## config.mk

```make
export PLATFORM = sky130hd
export DESIGN_NAME = pcd_top
export DESIGN_NICKNAME = d
export VERILOG_FILES = /design/src/hdl/pcd_pkg.sv /design/src/hdl/pcd_cap.sv /design/src/hdl/pcd_top.sv
export SDC_FILE = /design/constraint.sdc
export NUM_CORES = 1
export LEC_CHECK = 0
export ABC_AREA = 1
export BUFFER_PORTS_ARGS = -buffer_cell sky130_fd_sc_hd__clkbuf_2
export CORE_ASPECT_RATIO = 1.4
export CORE_MARGIN = 2
export CORE_UTILIZATION = 55
export CTS_CLUSTER_SIZE = 8
export DETAILED_ROUTE_END_ITERATION = 16
export GPL_TIMING_DRIVEN = 0
export PLACE_DENSITY = 0.84
export SYNTH_ARGS = -nofsm -noshare
export SYNTH_HDL_FRONTEND = slang
export SYNTH_HIERARCHICAL = 1
export SYNTH_SLANG_ARGS = --single-unit
```

## constraint.sdc

```tcl
create_clock -name CORE_CLK -period 1.9 [get_ports CORE_CLK]
set_input_delay 0.285 -clock CORE_CLK [delete_from_list [all_inputs] [get_ports CORE_CLK]]
set_output_delay 0.285 -clock CORE_CLK [all_outputs]
set_load 0.01 [all_outputs]
```

## src/hdl/pcd_pkg.sv

```systemverilog
/*
 * shared constants and types of the port command decoder:
 * register addresses, command byte codes, fault bit positions,
 * capability layout, role-control carrier and decoder states.
 * assumes one clock domain and an 8-bit register access port.
 */
package pcd_pkg;

    // register addresses on the internal register port
    localparam logic [7:0] ADDR_FAULT = 8'h1F;
    localparam logic [7:0] ADDR_CMD = 8'h23;
    localparam logic [7:0] ADDR_CAP = 8'h24;

    // command byte codes handled here
    localparam logic [7:0] CMD_NONE = 8'h00;
    localparam logic [7:0] CMD_STOP_SRC = 8'h66;
    localparam logic [7:0] CMD_SRC_SAFE = 8'h77;
    localparam logic [7:0] CMD_SRC_RAISED = 8'h88;
    localparam logic [7:0] CMD_CONN_SEARCH = 8'h99;
    localparam logic [7:0] CMD_FINAL_RX = 8'hAA;
    localparam logic [7:0] CMD_RSV_C = 8'hCC;
    localparam logic [7:0] CMD_RSV_D = 8'hDD;
    localparam logic [7:0] CMD_RSV_E = 8'hEE;
    localparam logic [7:0] CMD_BUS_IDLE = 8'hFF;

    // fault status register layout
    localparam int FLT_BUS_ERR_BIT = 0;
    localparam int FLT_ALL_RESET_BIT = 7;
    localparam logic [7:0] FAULT_RESET = 8'h80;
    localparam logic [7:0] READ_ZERO = 8'h00;

    // termination field codes
    localparam logic [1:0] CC_PULL_UP = 2'h1;
    localparam logic [1:0] CC_PULL_DOWN = 2'h2;

    // capability field values
    localparam logic [2:0] CAP_ROLES = 3'h6;
    localparam logic CAP_PACKET_ALL = 1'h1;
    localparam logic CAP_VCONN_SW = 1'h1;
    localparam logic CAP_SINK_PATH = 1'h0;
    localparam logic CAP_RAISED_SRC = 1'h1;
    localparam logic CAP_SAFE_SRC = 1'h1;
    localparam logic [7:0] CAP_RESET = 8'hDB;

    // role control settings seen by the decoder
    typedef struct packed {
        logic dual_role_enable;
        logic [1:0] cc2;
        logic [1:0] cc1;
    } pcd_role_type;

    // capability register fields, msb first
    typedef struct packed {
        logic [2:0] roles;
        logic packet_type_support_bit;
        logic vconn_switch_capable;
        logic sink_path_capable;
        logic raised_source_capable;
        logic source_safe_capable;
    } pcd_cap_type;

    // decoder states, gray along idle to execute
    typedef enum logic [1:0] {
        ST_IDLE = 2'h0,
        ST_EXEC = 2'h1
    } pcd_state_type;

endpackage : pcd_pkg

```

## src/hdl/pcd_cap.sv

```systemverilog
/*
 * read-only capability register of the port command decoder.
 * assumes the parent registers the read data; output is constant.
 */
module pcd_cap
    import pcd_pkg::*;
(
    // capability fields
    output pcd_pkg::pcd_cap_type CAP
);
    // fixed capability word
    always_comb
    begin
        CAP.roles = CAP_ROLES;
        CAP.packet_type_support_bit = CAP_PACKET_ALL;
        CAP.vconn_switch_capable = CAP_VCONN_SW;
        CAP.sink_path_capable = CAP_SINK_PATH;
        CAP.raised_source_capable = CAP_RAISED_SRC;
        CAP.source_safe_capable = CAP_SAFE_SRC;
    end
endmodule : pcd_cap

```

## src/hdl/pcd_top.sv

```systemverilog
/*
 * port command decoder: command byte, fault status and capability
 * registers, and the upper command actions of the port controller.
 * assumes the serial front end delivers single-cycle register
 * writes and reads on CORE_CLK, and that role control, sink state,
 * raised-level state and the receiver's acknowledge event come from
 * logic on the same clock.
 */
// Notes on behaviour
// - stop source, keep presence detection running
// - safe source on, presence detection on
// - safe command from raised level returns to safe
// - safe command while sinking is refused, error set
// - raised source command always refused, error set
// - search starts toggling only with dual role
// - toggling starts pull-up on 01, pull-down 10
// - mismatched termination fields block toggling
// - final receive clears receive enables after ack
// - reserved codes take no action
// - idle command puts serial interface idle
// - capability roles read source, sink, dual
// - capability bit four reports all packet types
// - capability bit three reports power switch
// - capability bit two reports sink path
// - capability bit one reports raised source
// - capability bit zero reports safe source
// - command byte resets zero, clears after use
// - bus error latches, write one clears
module pcd_top
    import pcd_pkg::*;
(
    // clock and reset
    input wire logic CORE_CLK,
    input wire logic NRST,
    // register port
    input wire logic REG_WR,
    input wire logic REG_RD,
    input wire logic [7:0] REG_ADDR,
    input wire logic [7:0] REG_WDATA,
    output logic [7:0] REG_RDATA,
    // port state inputs
    input wire pcd_pkg::pcd_role_type ROLE_CTRL,
    input wire logic SINK_ACTIVE,
    input wire logic SOURCE_AT_RAISED,
    input wire logic GOODCRC_SENT,
    // power path controls
    output logic SOURCE_ENABLE,
    output logic VBUS_DETECT_ENABLE,
    output logic SAFE_LEVEL_RETURN,
    // connection search controls
    output logic TOGGLE_START,
    output logic TOGGLE_PULL_UP_FIRST,
    // receiver and interface controls
    output logic RX_DETECT_CLEAR,
    output logic BUS_IDLE,
    output logic BUS_ERROR
);
    import pcd_pkg::*;

    // termination pair test, used for both start polarities
    function automatic logic cc_pair(input pcd_role_type r,
                                     input logic [1:0] code);
        cc_pair = (r.cc1 == code) && (r.cc2 == code);
    endfunction : cc_pair

    // decoder state and command byte
    pcd_state_type state_r;
    pcd_state_type state_nxt;
    logic [7:0] cmd_r;          // command byte as written
    logic [7:0] cmd_nxt;
    // fault status byte
    logic [7:0] fault_r;
    logic [7:0] fault_nxt;
    // power path state
    logic src_en_r;
    logic det_en_r;
    logic safe_ret_r;
    // toggling state
    logic tog_start_r;
    logic tog_pu_r;
    // receiver arm and interface idle
    logic armed_r;
    logic rx_clr_r;
    logic idle_r;
    // read data
    logic [7:0] rdata_r;
    // capability word
    pcd_cap_type cap;

    // access decodes
    logic wr_cmd;               // write to command byte
    logic wr_fault;             // write to fault status
    logic exec;                 // one action cycle per write
    logic act_stop;
    logic act_safe;
    logic act_raised;
    logic act_search;
    logic act_final;
    logic act_idle;
    logic refuse_safe;          // safe request while sinking
    logic err_set;              // bus error event
    logic tog_ok_pu;
    logic tog_ok_pd;

    // capability register
    pcd_cap u_cap (
        .CAP (cap)
    );

    // decode of writes and of the command being executed
    always_comb
    begin
        wr_cmd = REG_WR && (REG_ADDR == ADDR_CMD);
        wr_fault = REG_WR && (REG_ADDR == ADDR_FAULT);
        exec = (state_r == ST_EXEC);
        act_stop = exec && (cmd_r == CMD_STOP_SRC);
        act_safe = exec && (cmd_r == CMD_SRC_SAFE);
        act_raised = exec && (cmd_r == CMD_SRC_RAISED);
        act_search = exec && (cmd_r == CMD_CONN_SEARCH);
        act_final = exec && (cmd_r == CMD_FINAL_RX);
        act_idle = exec && (cmd_r == CMD_BUS_IDLE);
        refuse_safe = act_safe && SINK_ACTIVE;
        err_set = refuse_safe || act_raised;
        // toggling needs dual role and a matching pair
        tog_ok_pu = act_search && ROLE_CTRL.dual_role_enable
                    && cc_pair(ROLE_CTRL, CC_PULL_UP);
        tog_ok_pd = act_search && ROLE_CTRL.dual_role_enable
                    && cc_pair(ROLE_CTRL, CC_PULL_DOWN);
    end

    // next state and command byte
    always_comb
    begin
        // a write arms one action cycle
        state_nxt = wr_cmd ? ST_EXEC : ST_IDLE;
        cmd_nxt = cmd_r;
        if (wr_cmd)
        begin
            // new command; reserved codes decode to nothing
            cmd_nxt = REG_WDATA;
        end
        else if (exec)
        begin
            // auto clear once the action is taken
            cmd_nxt = CMD_NONE;
        end
    end

    // decoder state register
    always_ff @(posedge CORE_CLK or negedge NRST)
    begin
        if (!NRST)
        begin
            state_r <= ST_IDLE;
        end
        else
        begin
            state_r <= state_nxt;
        end
    end

    // command byte register
    always_ff @(posedge CORE_CLK or negedge NRST)
    begin
        if (!NRST)
        begin
            cmd_r <= CMD_NONE;
        end
        else
        begin
            cmd_r <= cmd_nxt;
        end
    end

    // fault status: set wins over write-one-to-clear
    always_comb
    begin
        fault_nxt = fault_r;
        if (wr_fault)
        begin
            // clear only the bits written as one
            fault_nxt = fault_r & ~REG_WDATA;
        end
        if (err_set)
        begin
            fault_nxt[FLT_BUS_ERR_BIT] = 1'b1;
        end
        // unused bits always read zero
        fault_nxt = fault_nxt & ((8'h1 << FLT_BUS_ERR_BIT)
                                 | (8'h1 << FLT_ALL_RESET_BIT));
    end

    // fault status register
    always_ff @(posedge CORE_CLK or negedge NRST)
    begin
        if (!NRST)
        begin
            fault_r <= FAULT_RESET;
        end
        else
        begin
            fault_r <= fault_nxt;
        end
    end

    // source path enable and presence detection
    always_ff @(posedge CORE_CLK or negedge NRST)
    begin
        if (!NRST)
        begin
            src_en_r <= 1'b0;
            det_en_r <= 1'b0;
        end
        else if (act_stop)
        begin
            // detection left as it was
            src_en_r <= 1'b0;
        end
        else if (act_safe && !SINK_ACTIVE)
        begin
            src_en_r <= 1'b1;
            det_en_r <= 1'b1;
        end
    end

    // one-cycle request to drop back to the safe level
    always_ff @(posedge CORE_CLK or negedge NRST)
    begin
        if (!NRST)
        begin
            safe_ret_r <= 1'b0;
        end
        else
        begin
            safe_ret_r <= act_safe && !SINK_ACTIVE
                          && SOURCE_AT_RAISED;
        end
    end

    // toggling start pulse and first termination
    always_ff @(posedge CORE_CLK or negedge NRST)
    begin
        if (!NRST)
        begin
            tog_start_r <= 1'b0;
            tog_pu_r <= 1'b0;
        end
        else
        begin
            tog_start_r <= tog_ok_pu || tog_ok_pd;
            if (tog_ok_pu || tog_ok_pd)
            begin
                tog_pu_r <= tog_ok_pu;
            end
        end
    end

    // final receive arm, released by the next acknowledge
    always_ff @(posedge CORE_CLK or negedge NRST)
    begin
        if (!NRST)
        begin
            armed_r <= 1'b0;
            rx_clr_r <= 1'b0;
        end
        else
        begin
            rx_clr_r <= armed_r && GOODCRC_SENT;
            if (act_final)
            begin
                // arming wins over a same-cycle acknowledge
                armed_r <= 1'b1;
            end
            else if (GOODCRC_SENT)
            begin
                armed_r <= 1'b0;
            end
        end
    end

    // serial interface idle, woken by any register access
    always_ff @(posedge CORE_CLK or negedge NRST)
    begin
        if (!NRST)
        begin
            idle_r <= 1'b0;
        end
        else if (act_idle)
        begin
            idle_r <= 1'b1;
        end
        else if (REG_WR || REG_RD)
        begin
            idle_r <= 1'b0;
        end
    end

    // registered read data, unmapped reads return zero
    always_ff @(posedge CORE_CLK or negedge NRST)
    begin
        if (!NRST)
        begin
            rdata_r <= READ_ZERO;
        end
        else if (REG_RD)
        begin
            case (REG_ADDR)
                ADDR_FAULT: rdata_r <= fault_r;
                ADDR_CMD: rdata_r <= cmd_r;
                ADDR_CAP: rdata_r <= cap;
                default: rdata_r <= READ_ZERO;
            endcase
        end
    end

    // output drive
    assign REG_RDATA = rdata_r;
    assign SOURCE_ENABLE = src_en_r;
    assign VBUS_DETECT_ENABLE = det_en_r;
    assign SAFE_LEVEL_RETURN = safe_ret_r;
    assign TOGGLE_START = tog_start_r;
    assign TOGGLE_PULL_UP_FIRST = tog_pu_r;
    assign RX_DETECT_CLEAR = rx_clr_r;
    assign BUS_IDLE = idle_r;
    assign BUS_ERROR = fault_r[FLT_BUS_ERR_BIT];

    // stop command drops source, detection unchanged
    property p_stop_src;
        @(posedge CORE_CLK) disable iff (!NRST)
        act_stop |=> !SOURCE_ENABLE
                     && $stable(VBUS_DETECT_ENABLE);
    endproperty
    a_stop_src: assert property (p_stop_src)
        else $error("source not stopped");

    // safe command enables source and detection
    property p_src_safe;
        @(posedge CORE_CLK) disable iff (!NRST)
        act_safe && !SINK_ACTIVE |=> SOURCE_ENABLE
                                     && VBUS_DETECT_ENABLE;
    endproperty
    a_src_safe: assert property (p_src_safe)
        else $error("safe source not enabled");

    // raised level returns to safe level
    property p_safe_ret;
        @(posedge CORE_CLK) disable iff (!NRST)
        act_safe && !SINK_ACTIVE && SOURCE_AT_RAISED
            |=> SAFE_LEVEL_RETURN ##1 !SAFE_LEVEL_RETURN;
    endproperty
    a_safe_ret: assert property (p_safe_ret)
        else $error("no return to safe level");

    // safe command refused while sinking
    property p_sink_refuse;
        @(posedge CORE_CLK) disable iff (!NRST)
        refuse_safe |=> BUS_ERROR && $stable(SOURCE_ENABLE)
                        && !SAFE_LEVEL_RETURN;
    endproperty
    a_sink_refuse: assert property (p_sink_refuse)
        else $error("safe command not refused");

    // raised command refused
    property p_raised;
        @(posedge CORE_CLK) disable iff (!NRST)
        act_raised |=> BUS_ERROR && $stable(SOURCE_ENABLE)
                       && $stable(VBUS_DETECT_ENABLE);
    endproperty
    a_raised: assert property (p_raised)
        else $error("raised command not refused");

    // toggling only after search with dual role
    property p_toggle_gate;
        @(posedge CORE_CLK) disable iff (!NRST)
        TOGGLE_START |-> $past(act_search)
                         && $past(ROLE_CTRL.dual_role_enable);
    endproperty
    a_toggle_gate: assert property (p_toggle_gate)
        else $error("toggling without dual role search");

    // first termination follows the field pair
    property p_toggle_pu;
        @(posedge CORE_CLK) disable iff (!NRST)
        TOGGLE_START |-> TOGGLE_PULL_UP_FIRST
                         == ($past(ROLE_CTRL.cc1) == CC_PULL_UP);
    endproperty
    a_toggle_pu: assert property (p_toggle_pu)
        else $error("wrong first termination");

    // mismatched fields block toggling
    property p_no_toggle;
        @(posedge CORE_CLK) disable iff (!NRST)
        act_search && !cc_pair(ROLE_CTRL, CC_PULL_UP)
            && !cc_pair(ROLE_CTRL, CC_PULL_DOWN) |=> !TOGGLE_START;
    endproperty
    a_no_toggle: assert property (p_no_toggle)
        else $error("toggling on mismatched fields");

    // armed receiver clears enables after next acknowledge
    property p_rx_clear;
        @(posedge CORE_CLK) disable iff (!NRST)
        act_final ##1 GOODCRC_SENT |=> RX_DETECT_CLEAR
                                      ##1 !RX_DETECT_CLEAR;
    endproperty
    a_rx_clear: assert property (p_rx_clear)
        else $error("receive enables not cleared");

    // reserved codes leave source, error, toggling and safe return alone
    property p_reserved;
        @(posedge CORE_CLK) disable iff (!NRST)
        exec && (cmd_r == CMD_RSV_C || cmd_r == CMD_RSV_D
                 || cmd_r == CMD_RSV_E)
            |=> $stable(SOURCE_ENABLE) && !TOGGLE_START
                && $stable(BUS_ERROR) && !SAFE_LEVEL_RETURN;
    endproperty
    a_reserved: assert property (p_reserved)
        else $error("reserved code acted");

    // idle command reaches the interface
    property p_idle;
        @(posedge CORE_CLK) disable iff (!NRST)
        act_idle |=> BUS_IDLE;
    endproperty
    a_idle: assert property (p_idle)
        else $error("interface not idle");

    // capability read returns the fixed word
    property p_cap;
        @(posedge CORE_CLK) disable iff (!NRST)
        REG_RD && REG_ADDR == ADDR_CAP |=> REG_RDATA == CAP_RESET;
    endproperty
    a_cap: assert property (p_cap)
        else $error("capability word wrong");

    // command byte clears two cycles after a lone write
    property p_cmd_clear;
        @(posedge CORE_CLK) disable iff (!NRST)
        wr_cmd ##1 !wr_cmd |=> cmd_r == CMD_NONE && !exec;
    endproperty
    a_cmd_clear: assert property (p_cmd_clear)
        else $error("command byte not cleared");

    // bus error holds until written with one
    property p_fault_latch;
        @(posedge CORE_CLK) disable iff (!NRST)
        BUS_ERROR && !(wr_fault && REG_WDATA[FLT_BUS_ERR_BIT])
            |=> BUS_ERROR;
    endproperty
    a_fault_latch: assert property (p_fault_latch)
        else $error("bus error lost");

    // one action cycle per write
    property p_once;
        @(posedge CORE_CLK) disable iff (!NRST)
        exec && !$past(wr_cmd) |-> 1'b0;
    endproperty
    a_once: assert property (p_once)
        else $error("command acted twice");

endmodule : pcd_top
```

==> metrics.yaml <==
drtAntennaViolNets: 0
grt_use_total: 0.197
reg2reg_setup_slack_ps: 750
arrival_ps: 870
hp-class: "in -> reg"
seq_power_share: 0.630
syn2layout_area_growth_pct: 21.1
cell_internal_pwr_uw: 712
finalHoldViolCount: 0
clock_sink_count: 27
maxSlewViolCount: 0
die_h_microns: 65.6
slowest_stage: "dfrtp_1"
netlist_top_cells_area: "dfrtp_1, nand2_1, nand3_1, inv_1, buf_4"
grt_max_degree: 28
whs_endpoint: "SAFE_LEVEL_RETURN$_DFF_PN0_"
dr.pass1.iters: 4
design.die.area_sq_mm: 0.00315
mostFrequentLayoutCells: "nand2_1, clkbuf_2, nand3_1, dfrtp_1, inv_1"
synth_top_family_by_area: "simple AND/OR/NAND/NOR gates"
syn_area_per_cell_sq_um: 7.65
clockPowerShare: 0.252
rsz0062_at_grt: "false"
synth_fa_ha_area_frac: 0
ctsResizeCount: 0
crit_family: "flip-flops"
cts_buffers: 3
end_kind: "primary output"
critPathRequiredTime_ps: 1620
r2r_cells: 6
synthXorXnorAreaFrac: 0
htreeDepth: 1
synth_compound_area_frac: 0.0402
cts_tree: "yes"
synth_largest_area_cell: "dfrtp_1"
max_freq_mhz: 864
worst_slew_pin_slew_ps: 633
reg2reg_to: "TOGGLE_PULL_UP_FIRST$_DFFE_PN0P_"
cts-root-buf: "clkbuf_4"
wl_per_cell_microns: 9.26
portBuffers: 42
layout_min_cycle_time_ps: 1160
cp-start-kind: "register"
ys_warn_count: 6
finalNetCount: 277
max_stage_delay_ps: 420
stdcell_count: 284
power_density_mw_per_mm2: 522
max-vdd-ir-drop_mv: 0.435
drt-total-wl_microns: 2630
antenna_found_initial: 0
filler_cell_count: 237
dp_cells: 279
skew_ps: 1.53
grt_pass1_vias: 1148
core_sq_mm: 0.00262
p_leak_uw: 0.00105
syn_inst: 195
vias: 1292
clkLatencyLatePin_ps: 320
slew_headroom: 0.578
netlist_area_sq_mm: 0.00149
gr-total-overflow: 0
synth_mux_area_frac: 0
rows: 22
path_cells: "clkbuf_2"
worstHoldPathCells: 3
setup_viol_count_final: 0
dpl.hpwl_microns: 2170
path_max_fanout: 3
period_share: 0.609
cap_violations: 0
diodes: 0
fin_tns_setup_ps: 0
drtIter0Drc: 30
switchingPower_uw: 232
start_util: 0.571
vias_per_cell: 4.55
combPwrFrac: 0.118
path_clk_slew_ps: 130
criticalPathCategory: "reg -> out"
drcViolationCount: 0
cts_setup_buffers: 0
status: "complete, no violations"
boundaryPins: 44
layout_commonest_cell: "nand2_1"
cts.path.max_buffers: 2
hold_buffers: 1
drive_gt1_frac: 0.290
place.gp.congestion: 0.837
die_w_microns: 48.0
seq_area_frac_synth: 0.453
synthSimpleGateAreaFrac: 0.375
ys_seq_elements: 27
worstHoldStart: "SOURCE_AT_RAISED"
grt_pass1_wl_microns: 4530
r2r_start: "cmd_r[6]$_DFFE_PN0P_"
cp_num_buf_inv: 1
swShare: 0.246
yosysTopAreaCellShare: 0.436
ys_types: 25
[synth_stat cells, drive strengths merged]
cell type	number
nand3	33
nor3b	1
inv	27
dfstp	1
buf	11
a22o	1
nand2	63
conb	2
and3	1
o21ai	5
o21a	1
dfrtp	26
nand4	2
nor3	2
a21oi	1
nor2	17
o22ai	1
[how the worst max path moves through the flow]
stage,start,end,slack [ps],cells past startpoint
floorplan,REG_ADDR[4],cmd_r[0]$_DFFE_PN0P_,890,7
global placement,REG_ADDR[4],cmd_r[0]$_DFFE_PN0P_,740,8
detailed placement,REG_ADDR[4],cmd_r[0]$_DFFE_PN0P_,700,8
CTS,fault_r[0]$_DFFE_PN0P_,BUS_ERROR,730,1
global route,cmd_r[6]$_DFFE_PN0P_,TOGGLE_PULL_UP_FIRST$_DFFE_PN0P_,630,6
finish,fault_r[0]$_DFFE_PN0P_,BUS_ERROR,740,1
[state kept, by name, summed over array words and instances (netlist names)]
| name | flops |
|---|---|
| RX_DETECT_CLEAR | 1 |
| REG_RDATA | 8 |
| armed_r | 1 |
| TOGGLE_START | 1 |
| TOGGLE_PULL_UP_FIRST | 1 |
| VBUS_DETECT_ENABLE | 1 |
| SOURCE_ENABLE | 1 |
| cmd_r | 8 |
| SAFE_LEVEL_RETURN | 1 |
| fault_r | 2 |
| state_r | 1 |
| BUS_IDLE | 1 |
[worst reg2reg max path, delay by kind of cell (launching register included)]
kind	cells	cell delay, ps
DFF	1	450
and+or+nand+nor	6	600
[cells by family after synthesis]
group / count (synthesis)
simple gates: 119
flops: 27
other cells: 2
buf+inv: 38
compound gates: 9
[stage by stage]
step / utilization / instance area (sq um) / power [uW] / setup WS [ps] / hold WS, ps
global placement: 0.677 / 1770 / 713 / 737 / 329
detailed placement: 0.677 / 1770 / 716 / 700 / 336
finish: 0.691 / 1810 / 944 / 742 / 135
floorplan: - / 1520 / 663 / 885 / -10.6
CTS: 0.691 / 1810 / 955 / 732 / 129
global route: 0.691 / 1810 / 1000 / 629 / 113
[power groups by stage]
stage	sequential, uW	clock (uW)	combinational, uW
after detailed placement	605	0	111
after CTS	594	247	113
final	594	238	112
after global routing	596	276	129
after floorplan	603	0	59.8
after global placement	605	0	109
[metal layers]
layer / routed length (microns) / vias to the layer above / global-route usage
li1: - / 698 / -
met1: 1110 / 568 / 0.229
met2: 1410 / 21 / 0.347
met3: 64 / 5 / 0.0165
met4: 46 / 0 / 0.0845
met5: 0 / - / 0
[area by class of cell]
class | count | area (sq um) | share of cell area
Multi-Input combinational cell | 136 | 649 | 0.359
Timing Repair Buffer | 43 | 220 | 0.122
Inverter | 27 | 101 | 0.0561
Clock inverter | 1 | 5.00 | 0.00277
Buffer | 11 | 87.6 | 0.0484
Clock buffer | 3 | 22.5 | 0.0125
Sequential cell | 27 | 677 | 0.374
Tap cell | 36 | 45.0 | 0.0249
(Power assumes the default switching activity.)
